===== config.mk =====
export PLATFORM = sky130hd
export DESIGN_NAME = ccpt_timer
export DESIGN_NICKNAME = d
export VERILOG_FILES = /design/src/rtl/ccpt_pkg.sv /design/src/rtl/ccpt_phase_cnt.sv /design/src/rtl/ccpt_timer.sv
export SDC_FILE = /design/constraint.sdc
export NUM_CORES = 1
export LEC_CHECK = 0
export BUFFER_PORTS_ARGS = -buffer_cell sky130_fd_sc_hd__buf_2
export CORE_UTILIZATION = 55
export CTS_CLUSTER_DIAMETER = 120
export DETAILED_ROUTE_END_ITERATION = 7
export GPL_TIMING_DRIVEN = 0
export PLACE_DENSITY = 0.75
export SYNTH_ARGS = -nofsm -noshare
export SYNTH_HDL_FRONTEND = slang
export SYNTH_SLANG_ARGS = --single-unit

===== constraint.sdc =====
create_clock -name pclk -period 10.2 [get_ports pclk]
set_clock_uncertainty 0.2 [all_clocks]
set_input_delay 2.04 -clock pclk [delete_from_list [all_inputs] [get_ports pclk]]
set_output_delay 2.04 -clock pclk [all_outputs]
set_load 0.01 [all_outputs]

===== src/rtl/ccpt_pkg.sv =====
package ccpt_pkg;
   // register offsets (printed indexes are word indexes, not byte addresses: byte address = 4 * index)
   localparam logic [7:0] CCPT_IDX_SETUP0    = 8'h3a;
   localparam logic [7:0] CCPT_IDX_ACTIVE0   = 8'h3b;
   localparam logic [7:0] CCPT_IDX_RECOVERY0 = 8'h3c;
   localparam logic [7:0] CCPT_IDX_SETUP1    = 8'h3d;
   localparam logic [7:0] CCPT_IDX_ACTIVE1   = 8'h3e;
   localparam logic [7:0] CCPT_IDX_RECOVERY1 = 8'h3f;
   localparam logic [7:0] CCPT_IDX_CTRL      = 8'h40;
   localparam logic [7:0] CCPT_IDX_STATUS    = 8'h41;

   localparam logic [7:0] CCPT_RST_SETUP     = 8'h01;
   localparam logic [7:0] CCPT_RST_ACTIVE0   = 8'h06;
   localparam logic [7:0] CCPT_RST_ACTIVE1   = 8'h0f;
   localparam logic [7:0] CCPT_RST_RECOVERY  = 8'h03;

   localparam int CCPT_PRES_MSB = 7;
   localparam int CCPT_PRES_LSB = 6;
   localparam int CCPT_MULT_MSB = 5;

   localparam logic [13:0] CCPT_WEIGHT_0 = 14'h0001;
   localparam logic [13:0] CCPT_WEIGHT_1 = 14'h0010;
   localparam logic [13:0] CCPT_WEIGHT_2 = 14'h0100;
   localparam logic [13:0] CCPT_WEIGHT_3 = 14'h2000;

   localparam int CCPT_CNT_W = 20;

   typedef enum logic [1:0]
   {
      CCPT_IDLE     = 2'b00,
      CCPT_SETUP    = 2'b01,
      CCPT_ACTIVE   = 2'b10,
      CCPT_RECOVERY = 2'b11
   } ccpt_phase_e;

   typedef enum logic [1:0]
   {
      CCPT_CMD_OE   = 2'b00,
      CCPT_CMD_WE   = 2'b01,
      CCPT_CMD_IORD = 2'b10,
      CCPT_CMD_IOWR = 2'b11
   } ccpt_cmd_e;

   typedef struct packed
   {
      logic [7:0] setup;
      logic [7:0] active;
      logic [7:0] recovery;
   } ccpt_set_s;

   typedef struct packed
   {
      logic        valid;
      ccpt_cmd_e   cmd;
      logic        io_cycle;
   } ccpt_req_s;
endpackage


===== src/rtl/ccpt_phase_cnt.sv =====
`timescale 1ns/1ns
module ccpt_phase_cnt
   import ccpt_pkg::*;
(
   input  wire logic                  pclk,
   input  wire logic                  presetn,
   input  wire logic                  load,
   input  wire logic [7:0]            timing,
   output logic                       last
);
   logic [CCPT_CNT_W-1:0] cnt_q;
   logic [CCPT_CNT_W-1:0] cnt_d;
   logic [13:0]           weight;

   always_comb
   begin
      case (timing[CCPT_PRES_MSB:CCPT_PRES_LSB])
         2'b00:   weight = CCPT_WEIGHT_0;
         2'b01:   weight = CCPT_WEIGHT_1;
         2'b10:   weight = CCPT_WEIGHT_2;
         default: weight = CCPT_WEIGHT_3;
      endcase
   end

   // count runs from weight*mult down to zero: mult*weight+1 cycles
   always_comb
   begin
      cnt_d = cnt_q;
      if (load)
         // both operands widened first: 8192 * 63 needs 19 bits
         cnt_d = CCPT_CNT_W'(weight) * CCPT_CNT_W'(timing[CCPT_MULT_MSB:0]);
      else if (cnt_q != '0)
         cnt_d = cnt_q - 1'b1;
   end

   always_ff @(posedge pclk or negedge presetn)
   begin
      if (!presetn)
         cnt_q <= '0;
      else
         cnt_q <= cnt_d;
   end

   assign last = (cnt_q == '0);
endmodule


===== src/rtl/ccpt_timer.sv =====
`timescale 1ns/1ns
module ccpt_timer
   import ccpt_pkg::*;
(
   input  wire logic        pclk,
   input  wire logic        presetn,
   input  wire logic        psel,
   input  wire logic        penable,
   input  wire logic        pwrite,
   input  wire logic [11:0] paddr,
   input  wire logic [31:0] pwdata,
   output logic             pready,
   output logic [31:0]      prdata,
   output logic             pslverr,
   input  wire ccpt_req_s   req,
   output logic             req_ready,
   output logic             strobe_oe_n,
   output logic             strobe_we_n,
   output logic             strobe_iord_n,
   output logic             strobe_iowr_n,
   output logic             cycle_done
);
   ccpt_set_s   set0_q, set0_d, set1_q, set1_d, sel_set;
   logic [7:0]  winctl_q, winctl_d;
   ccpt_phase_e phase_q, phase_d;
   ccpt_cmd_e   cmd_q, cmd_d;
   logic        useset1_q, useset1_d;
   logic        rdy_q, rdy_d;
   logic [31:0] rdata_q, rdata_d;
   logic        err_q, err_d;
   logic [3:0]  strb_q, strb_d;
   logic        done_q, done_d;
   logic        busrdy_q, busrdy_d;
   logic        load;
   logic [7:0]  timing;
   logic        last;
   logic        access;
   logic        wcommit;
   logic [7:0]  idx;

   function automatic logic idx_ok(input logic [11:0] a);
      idx_ok = (a[1:0] == 2'b00) && (a[11:10] == 2'b00);
   endfunction

   assign access = psel && penable && !busrdy_q;
   // writes land on the pready edge, while the master still holds the request
   assign wcommit = psel && penable && busrdy_q && pwrite && idx_ok(paddr);
   assign idx    = paddr[9:2];

   // one wait state: pready rises on the second access cycle
   always_comb
   begin
      set0_d   = set0_q;
      set1_d   = set1_q;
      winctl_d = winctl_q;
      rdata_d  = rdata_q;
      err_d    = 1'b0;
      busrdy_d = access;
      if (wcommit)
      begin
         case (idx)   // writes update the register at once; the running phase keeps its loaded count
            CCPT_IDX_SETUP0:    set0_d.setup    = pwdata[7:0];
            CCPT_IDX_ACTIVE0:   set0_d.active   = pwdata[7:0];
            CCPT_IDX_RECOVERY0: set0_d.recovery = pwdata[7:0];
            CCPT_IDX_SETUP1:    set1_d.setup    = pwdata[7:0];
            CCPT_IDX_ACTIVE1:   set1_d.active   = pwdata[7:0];
            CCPT_IDX_RECOVERY1: set1_d.recovery = pwdata[7:0];
            CCPT_IDX_CTRL:      winctl_d        = pwdata[7:0];
            default:            winctl_d        = winctl_q;
         endcase
      end
      // status and unmapped writes refused in the first access cycle, so pslverr is ready
      if (access && pwrite && idx_ok(paddr))
         err_d = (idx < CCPT_IDX_SETUP0) || (idx > CCPT_IDX_CTRL);
      else if (access && idx_ok(paddr))
      begin
         rdata_d = 32'h0000_0000;
         case (idx)
            CCPT_IDX_SETUP0:    rdata_d[7:0] = set0_q.setup;
            CCPT_IDX_ACTIVE0:   rdata_d[7:0] = set0_q.active;
            CCPT_IDX_RECOVERY0: rdata_d[7:0] = set0_q.recovery;
            CCPT_IDX_SETUP1:    rdata_d[7:0] = set1_q.setup;
            CCPT_IDX_ACTIVE1:   rdata_d[7:0] = set1_q.active;
            CCPT_IDX_RECOVERY1: rdata_d[7:0] = set1_q.recovery;
            CCPT_IDX_CTRL:      rdata_d[7:0] = winctl_q;
            CCPT_IDX_STATUS:    rdata_d[3:0] = {useset1_q, 1'b0, phase_q};
            default:            err_d        = 1'b1;
         endcase
      end
      else if (access)
      begin
         err_d   = 1'b1;
         rdata_d = 32'h0000_0000;
      end
   end

   always_ff @(posedge pclk or negedge presetn)
   begin
      if (!presetn)
      begin
         set0_q   <= '{CCPT_RST_SETUP, CCPT_RST_ACTIVE0, CCPT_RST_RECOVERY};
         set1_q   <= '{CCPT_RST_SETUP, CCPT_RST_ACTIVE1, CCPT_RST_RECOVERY};
         winctl_q <= 8'h00;
         rdata_q  <= 32'h0000_0000;
         err_q    <= 1'b0;
         busrdy_q <= 1'b0;
      end
      else
      begin
         set0_q   <= set0_d;
         set1_q   <= set1_d;
         winctl_q <= winctl_d;
         rdata_q  <= rdata_d;
         err_q    <= err_d;
         busrdy_q <= busrdy_d;
      end
   end

   assign pready  = busrdy_q;
   assign prdata  = rdata_q;
   assign pslverr = err_q;

   // io cycles take bit 3, memory cycles bit 7 of window control
   assign sel_set = useset1_q ? set1_q : set0_q;

   always_comb
   begin
      timing = sel_set.setup;
      case (phase_d)
         CCPT_ACTIVE:   timing = sel_set.active;
         CCPT_RECOVERY: timing = sel_set.recovery;
         default:       timing = sel_set.setup;
      endcase
      if (phase_q == CCPT_IDLE)
         timing = (req.io_cycle ? winctl_q[3] : winctl_q[7]) ? set1_q.setup : set0_q.setup;
   end

   // weight and multiplier decode sits in the counter
   ccpt_phase_cnt u_cnt
   (
      .pclk    (pclk),
      .presetn (presetn),
      .load    (load),
      .timing  (timing),
      .last    (last)
   );

   always_comb
   begin
      phase_d   = phase_q;
      cmd_d     = cmd_q;
      useset1_d = useset1_q;
      done_d    = 1'b0;
      load      = 1'b0;
      case (phase_q)
         CCPT_IDLE:
         begin
            if (req.valid)
            begin
               phase_d   = CCPT_SETUP;
               cmd_d     = req.cmd;
               useset1_d = req.io_cycle ? winctl_q[3] : winctl_q[7];
               load      = 1'b1;
            end
         end
         CCPT_SETUP:
         begin
            if (last)
            begin
               phase_d = CCPT_ACTIVE;
               load    = 1'b1;
            end
         end
         CCPT_ACTIVE:
         begin
            if (last)
            begin
               phase_d = CCPT_RECOVERY;
               load    = 1'b1;
            end
         end
         CCPT_RECOVERY:
         begin
            if (last)
            begin
               phase_d = CCPT_IDLE;
               done_d  = 1'b1;
            end
         end
         default: phase_d = CCPT_IDLE;
      endcase
      strb_d = 4'b1111;
      if (phase_d == CCPT_ACTIVE)
         strb_d[cmd_d] = 1'b0;
   end

   always_ff @(posedge pclk or negedge presetn)
   begin
      if (!presetn)
      begin
         phase_q   <= CCPT_IDLE;
         cmd_q     <= CCPT_CMD_OE;
         useset1_q <= 1'b0;
         strb_q    <= 4'b1111;
         done_q    <= 1'b0;
         rdy_q     <= 1'b0;
      end
      else
      begin
         phase_q   <= phase_d;
         cmd_q     <= cmd_d;
         useset1_q <= useset1_d;
         strb_q    <= strb_d;
         done_q    <= done_d;
         rdy_q     <= rdy_d;
      end
   end

   // ready only while idle, registered, so still high in the cycle a request is taken
   assign rdy_d         = (phase_d == CCPT_IDLE);
   assign req_ready     = rdy_q;
   assign strobe_oe_n   = strb_q[CCPT_CMD_OE];
   assign strobe_we_n   = strb_q[CCPT_CMD_WE];
   assign strobe_iord_n = strb_q[CCPT_CMD_IORD];
   assign strobe_iowr_n = strb_q[CCPT_CMD_IOWR];
   assign cycle_done    = done_q;

   // helper: cycles a strobe has been low
   logic [7:0] low_cnt_q;
   always_ff @(posedge pclk or negedge presetn)
   begin
      if (!presetn)
         low_cnt_q <= 8'h00;
      else if (&strb_q)
         low_cnt_q <= 8'h00;
      else
         low_cnt_q <= low_cnt_q + 8'h01;
   end

   property p_one_strobe;
      @(posedge pclk) disable iff (!presetn) $countones(~strb_q) <= 1;
   endproperty
   a_one_strobe: assert property (p_one_strobe) else $error("two strobes low");

   property p_setup_before;
      @(posedge pclk) disable iff (!presetn) $fell(&strb_q) |-> $past(phase_q) == CCPT_SETUP;
   endproperty
   a_setup_before: assert property (p_setup_before) else $error("strobe without setup");

   property p_active_len;
      @(posedge pclk) disable iff (!presetn)
         ($rose(&strb_q) && sel_set.active[7:6] == 2'b00) |-> low_cnt_q == sel_set.active[5:0] + 8'h01;
   endproperty
   a_active_len: assert property (p_active_len) else $error("active length wrong");

   property p_setup_zero;
      @(posedge pclk) disable iff (!presetn)
         (phase_q == CCPT_IDLE && req.valid && timing[CCPT_MULT_MSB:0] == 6'h00) |=> ##1 phase_q == CCPT_ACTIVE;
   endproperty
   a_setup_zero: assert property (p_setup_zero) else $error("one cycle setup wrong");

   property p_recov_follow;
      @(posedge pclk) disable iff (!presetn) $rose(&strb_q) |-> phase_q == CCPT_RECOVERY;
   endproperty
   a_recov_follow: assert property (p_recov_follow) else $error("no recovery after strobe");

   property p_order;
      @(posedge pclk) disable iff (!presetn)
         phase_q == CCPT_ACTIVE |=> phase_q inside {CCPT_ACTIVE, CCPT_RECOVERY};
   endproperty
   a_order: assert property (p_order) else $error("phase order broken");

   property p_reset_act;
      @(posedge pclk) $rose(presetn) |-> set0_q.active == 8'h06 && set1_q.active == 8'h0f;
   endproperty
   a_reset_act: assert property (p_reset_act) else $error("active reset value wrong");

   property p_write_now;
      @(posedge pclk) disable iff (!presetn)
         (wcommit && idx == CCPT_IDX_ACTIVE1) |=> set1_q.active == $past(pwdata[7:0]);
   endproperty
   a_write_now: assert property (p_write_now) else $error("write not immediate");

   property p_done;
      @(posedge pclk) disable iff (!presetn) cycle_done |-> phase_q == CCPT_IDLE;
   endproperty
   a_done: assert property (p_done) else $error("done outside idle");

   c_iord: cover property (@(posedge pclk) disable iff (!presetn) !strobe_iord_n);
   c_set1: cover property (@(posedge pclk) disable iff (!presetn) useset1_q && !strobe_oe_n);
   c_done: cover property (@(posedge pclk) disable iff (!presetn) cycle_done);
endmodule


== After elaboration in Yosys (flattened, before gate mapping) ==
Index checks and enable logic that the tools add are counted.

* Register bits after elaboration: 121
* RAM bits: 0
* Bits in latches: 0
* Input port bits: 53
* Memories kept: 0
* Memory bits (read-only): 0
* Output and inout port bits: 40

* Bitwise operators: 2
* Muxes and demuxes: 30
* Div/mod/pow operators: 0
* Order comparisons: 4
* Shift operators: 0
* $mul: 1
* Reductions and logical operators: 32
* Eq/ne operators: 15
* Add/subtract/negate cells: 1

{| class="wikitable"
|+ Operators with widths
! operator !! number
|-
| 2-to-1 mux 32 bit || 2
|-
| == test 8 x 6 -> 1 bit (second input constant) || 6
|-
| case mux 14 bit (3 select lines) || 1
|-
| 2-to-1 mux 20 bit || 2
|-
| case mux 4 bit (8 select lines) || 1
|-
| case mux 4 bit (7 select lines) || 1
|-
| 2-to-1 mux 24 bit || 1
|-
| logical NOT 20 bit || 1
|-
| multiplier 14 x 6 -> 20 bit || 1
|-
| nonzero test 20 bit || 1
|-
| subtractor 20 x 1 -> 20 bit (second input constant) || 1
|-
| AND reduction 2 bit || 9
|-
| == test 8 x 7 -> 1 bit (second input constant) || 2
|-
| 2-to-1 mux 8 bit || 2
|-
| case mux 8 bit (2 select lines) || 1
|-
| 2-to-1 mux 2 bit || 6
|-
| == test 2 bit (second input constant) || 5
|-
| logical AND 1 bit || 10
|-
| logical NOT 2 bit || 5
|-
| 2-to-1 mux 1 bit || 9
|-
| > comparator 8 x 7 -> 1 bit (second input constant) || 1
|-
| less-than comparator 8 x 6 -> 1 bit (second input constant) || 1
|-
| case mux 2 bit (4 select lines) || 1
|-
| OR reduction 8 bit || 1
|-
| 12 further kinds || 14
|}

== Depth between registers and ports, before layout ==
* Depth in word-level cells: 10
* Mapped depth: 24

== By module ==
A second synthesis with hierarchy kept.

* Cell total of the unflattened synthesis: 588
* Area total of the unflattened synthesis: 6252.2 um^2

{| class="wikitable"
|+ By module, submodules not included
! module !! cells an instance !! seq. area each (um^2) !! area an instance (um^2) !! instances
|-
| ccpt_timer || 397 || 1946.9 || 4510.6 || 1
|-
| ccpt_phase_cnt || 191 || 500.5 || 1741.7 || 1
|}

== Worst setup path before layout ==
Ideal clock, no wire load.

* Kind: input-to-reg
* Start: in req[0] in the netlist's numbering
* End: reg u_cnt.cnt_q[18]
* Setup time: 0.087 ns
* Data required time: 9.913 ns
* Path slack: 4.202 ns
* Arrival: 5.710 ns
* Cell stages on the path: 19
* Path through: mux2i_1 clkbuf_1 mux2i_1 nor2_1 a31oi_2 or2_1 nor2_1 ha_1 ha_1 ha_1 inv_1 fa_1 nor2_1 a21o_1 a21o_1 and4_1 a31oi_1 or3b_1 o211ai_1

* Word-level cells in the longest chain between the ends: 7

{| class="wikitable"
|+ Ends and longest elaborated chain
! what !! line !! RTL
|-
| start: declaration || ccpt_timer.sv:15 || <nowiki>input wire ccpt_req_s req,</nowiki>
|-
| 2-to-1 mux 1 bit * || ccpt_timer.sv:135 || <nowiki>timing = (req.io_cycle ? winctl_q[3] : winctl_q[7]) ? set1_q.setup : set0_q.setup;</nowiki>
|-
| 2-to-1 mux 8 bit * || ccpt_timer.sv:135 ||
|-
| 2-to-1 mux 8 bit * || ccpt_timer.sv:134 || <nowiki>if (phase_q == CCPT_IDLE)</nowiki>
|-
| == test 2 bit, or another cell as far along || ccpt_phase_cnt.sv:17 || <nowiki>case (timing[CCPT_PRES_MSB:CCPT_PRES_LSB])</nowiki>
|-
| case mux 14 bit (3 select lines) || ccpt_phase_cnt.sv:17 ||
|-
| multiplier 14 x 6 -> 20 bit * || ccpt_phase_cnt.sv:31 || <nowiki>cnt_d = CCPT_CNT_W'(weight) * CCPT_CNT_W'(timing[CCPT_MULT_MSB:0]);</nowiki>
|-
| 2-to-1 mux 20 bit * || ccpt_phase_cnt.sv:29 || <nowiki>if (load)</nowiki>
|-
| end signal: assignment || ccpt_phase_cnt.sv:41 || <nowiki>cnt_q <= cnt_d;</nowiki>
|-
| end: declaration || ccpt_phase_cnt.sv:11 || <nowiki>logic [CCPT_CNT_W-1:0] cnt_q;</nowiki>
|}

Every way passes the cells marked *; elsewhere a longest branch is shown, timed or not.
A chain may end at the register's enable or synchronous reset.

== Worst setup path after layout ==
* Start: in req[3] in the netlist's numbering
* End: reg u_cnt.cnt_q[18]

* Word-level cells in the longest chain between the ends: 9

{| class="wikitable"
|+ Ends and longest elaborated chain
! what !! line !! RTL
|-
| 2-to-1 mux 2 bit || ccpt_timer.sv:158 || <nowiki>if (req.valid)</nowiki>
|-
| case mux 2 bit (4 select lines) || ccpt_timer.sv:155 || <nowiki>case (phase_q)</nowiki>
|-
| == test 2 bit || ccpt_timer.sv:129 || <nowiki>case (phase_d)</nowiki>
|-
| case mux 8 bit (2 select lines) || ccpt_timer.sv:129 ||
|-
| 2-to-1 mux 8 bit || ccpt_timer.sv:134 ||
|-
| == test 2 bit, or another cell as far along || ccpt_phase_cnt.sv:17 ||
|-
| case mux 14 bit (3 select lines) || ccpt_phase_cnt.sv:17 ||
|-
| multiplier 14 x 6 -> 20 bit || ccpt_phase_cnt.sv:31 ||
|-
| 2-to-1 mux 20 bit || ccpt_phase_cnt.sv:29 ||
|}

Parallel ways exist; a longest one is shown, timed or not.

==> results.cfg <==
[critical_path]
cp.arrival_ps = 6620
r2r_setup_slack_ps = 4130
r2r_start = u_cnt.cnt_q[0]$_DFFE_PN0P_
critPathKind = in -> reg
setup.worst_path.start_class = primary input
cp_slowest_stage_delay_ps = 560
crit_required_ps = 10310
crit_path_end_kind = flip-flop
cp_num_buf_inv = 2
cp-startpoint = req[3]
crit_family = compound AO/OA/AOI/OAI gates
path_max_fanout = 9
cpMostUsedCell = ha_1
worstPathCellList = buf_2, nand2_1, a21oi_1, a21boi_2, a21oi_4, mux4_1, a21oi_1, nor2_1, ha_1, ha_1, ha_1, inv_1, fa_1, nor2_1, a21o_1, a21o_1, and4_1, a31oi_1, or3b_1, o211ai_1
worst_path_max_delay_cell = a21oi_1

[cells_and_area]
syn_to_final_growth_pct = 11.8
final_cell_mix = 81 x dfrtp_1, 60 x mux2_2, 53 x nor2_1
layout_commonest_cell = dfrtp_1
drive_above_1_share = 0.276
nets = 733
diodes = 0
design_area_sq_mm = 0.00679

[logic_synthesis]
ys_ff_latch = 97
synth_top_area_share = 0.334
synth-main-ff-cell = dfrtp_1
synth_cell_type_count = 69
yosysTopAreaCell = dfrtp_1
syn_inst = 582
synth_async_sr_flop_share = 1.00
synth_area_sq_mm = 0.00607
synth_edf_count = 0
yosysWarningCount = 0
synth_area_leaders = dfrtp_1 33%, mux2_2 11%, dfstp_2 6.9%
syn_avg_cell_area_sq_um = 10.4
synth_seq_area_share = 0.403

[placement]
place_area_sq_mm = 0.00659
pre_cts_ws_ps = 3350
io_buffers = 42
gp_congestion = 0.893
post-dp-hpwl_um = 11300

[sta]
period_minus_slack_ps = 6510
fin_crit_sh = 0.638
final_hold_viol_count = 0
grt_setup_unrepaired = no
slew_headroom = 0.0630
fin_ws_ps = 3690
setup-tns-final_ps = 0
setup_violations = 0
tightest_slew_ps = 1390
fmax_mhz = 154
final-max-slew-violation-count = 0

[route]
drt_pass1_iterations = 6
drcViolationCount = 0
drtIter0Drc = 462
wl_per_cell_um = 19.0
ant_nets = 0
viasPerCell = 6.03
wl_um = 15300
num_vias = 4851

[clock_tree]
hold_buffers = 0
htreeDepth = 3
cts_tree = yes
cts_made_buffers = 9
cts_num_sinks = 97
clock_path_buffers = 2
worstSkewPairLatency_ps = 390
clkSlewWorstSetupHoldPaths_ps = 100
post_cts.repair.setup_buffers = 0
cts-root-buf = clkbuf_8
cts_resized = 0

[outcome]
status = complete, no violations

[flow_run]
maxCapViolCount = 0

[pwr]
p_per_area_mw_per_mm2 = 101
ir_worst_vdd_uv = 178
p_leak_nw = 3.14
power_mw = 0.683

[global_routing]
grt_pass1_vias = 4735
track_usage = 0.282
antenna_found_initial = 0
grt_pass1_wl_um = 24500
grt_overflow = 0
grt_max_degree = 73

[die]
start_util = 0.563
die_w_um = 107
rows = 38
io_pins = 93
core-area_sq_mm = 0.0108
die_h_um = 107
die-area_sq_mm = 0.0115

[worst_hold_path]
worstHoldStart = pready$_DFF_PN0_
hold_class = reg -> reg
==> per-stage QoR <==
step | std cells | util | hold slack [ps]
final | 804 | 0.629 | 307
after global routing | 804 | 0.629 | 321
after CTS | 804 | 0.629 | 302
after detailed placement | 788 | 0.610 | 290
after global placement | 787 | 0.607 | 270
after floorplan | 605 | - | 279
==> sequential cells by signal (all words and copies together) (netlist names) <==
name and count:
pslverr 1, phase_q 2, u_cnt.cnt_q 20, pready 1, set1_q 24, set0_q 24, winctl_q 8, cycle_done 1
req_ready 1, prdata 8, strb_q 4, cmd_q 2, useset1_q 1
==> power by group <==
group	switching (mW)	internal (mW)
registers	0.000267	0.385
clock network	0.143	0.117
logic	0.0237	0.0142
total	0.167	0.516
==> cell usage after synthesis (3+ instances only) <==
| library cell | count |
|---|---|
| o31ai_1 | 5 |
| a21oi_1 | 21 |
| dfstp_2 | 16 |
| xnor2_1 | 12 |
| and3_1 | 4 |
| nand2_1 | 46 |
| nand3_1 | 13 |
| a21o_1 | 4 |
| nor4_1 | 6 |
| buf_4 | 24 |
| mux2_2 | 60 |
| o21ai_0 | 24 |
| nand2b_1 | 6 |
| nand4_1 | 5 |
| dfrtp_1 | 81 |
| mux4_1 | 4 |
| a31oi_1 | 3 |
| xor2_1 | 7 |
| a22oi_1 | 6 |
| nor2_1 | 53 |
| inv_1 | 16 |
| nor2b_1 | 3 |
| a222oi_1 | 4 |
| o2bb2ai_1 | 3 |
| a22o_1 | 8 |
| clkbuf_1 | 13 |
| mux2i_1 | 28 |
| o211ai_1 | 4 |
| o22ai_1 | 5 |
| nor3_1 | 16 |
| or3_1 | 8 |
| mux4_2 | 7 |
| ha_1 | 20 |
==> final cells by class <==
class                      count  area (sq um)
tap                          140           175
timing repair buffer          43           240
buffer                        41           246
clock inverter                 6          75.1
inverter                      18          67.6
fill                         906          4000
clock buffer                  10           128
sequential                    97          2450
multi-input combinational    449          3410
==> kinds of logic after synthesis <==
group	synth area share
AND/OR/NAND/NOR	0.148
AO/OA/AOI/OAI	0.125
multiplexers	0.201
flip-flops	0.403
buffers and inverters	0.0517
adder cells (fa/ha/maj)	0.0445
XOR/XNOR	0.0274
other	0.000617
==> worst register-to-register path, stage by stage (launching register included) <==
cell and delay (ps):
dfrtp_1 410, inv_1 100, ha_1 190, nor3b_1 590, and3_1 250, buf_2 160, a221oi_1 110, a21oi_2 400
nand2_1 360, nor2_1 190, a21oi_1 50, a21oi_1 440, nor2_1 90, ha_1 220, ha_1 270, ha_1 160
inv_1 50, fa_1 390, nor2_1 180, a21o_1 150, a21o_1 150, and4_1 230, a31oi_1 140, or3b_1 400
o211ai_1 90
==> layer usage <==
layer / global-route usage / share of wire / vias to the layer above
met2: 0.461 / 0.48 / 173
met5: 0 / 0 / -
li1: - / - / 2254
met3: 0.0535 / 0.070 / 43
met1: 0.362 / 0.42 / 2381
met4: 0.134 / 0.031 / 0
==> final timing paths <==
path / end / cells past startpoint
max in group asynchronous: set1_q[16]$_DFFE_PN1P_ / 2
worst min register to register: pready$_DFF_PN0_ / 1
min in group asynchronous: cycle_done$_DFF_PN0_ / 1
worst max register to register: u_cnt.cnt_q[18]$_DFFE_PN0P_ / 24
worst min-delay path: pready$_DFF_PN0_ / 1
worst max-delay path: u_cnt.cnt_q[18]$_DFFE_PN0P_ / 20
(Power assumes the default switching activity.)
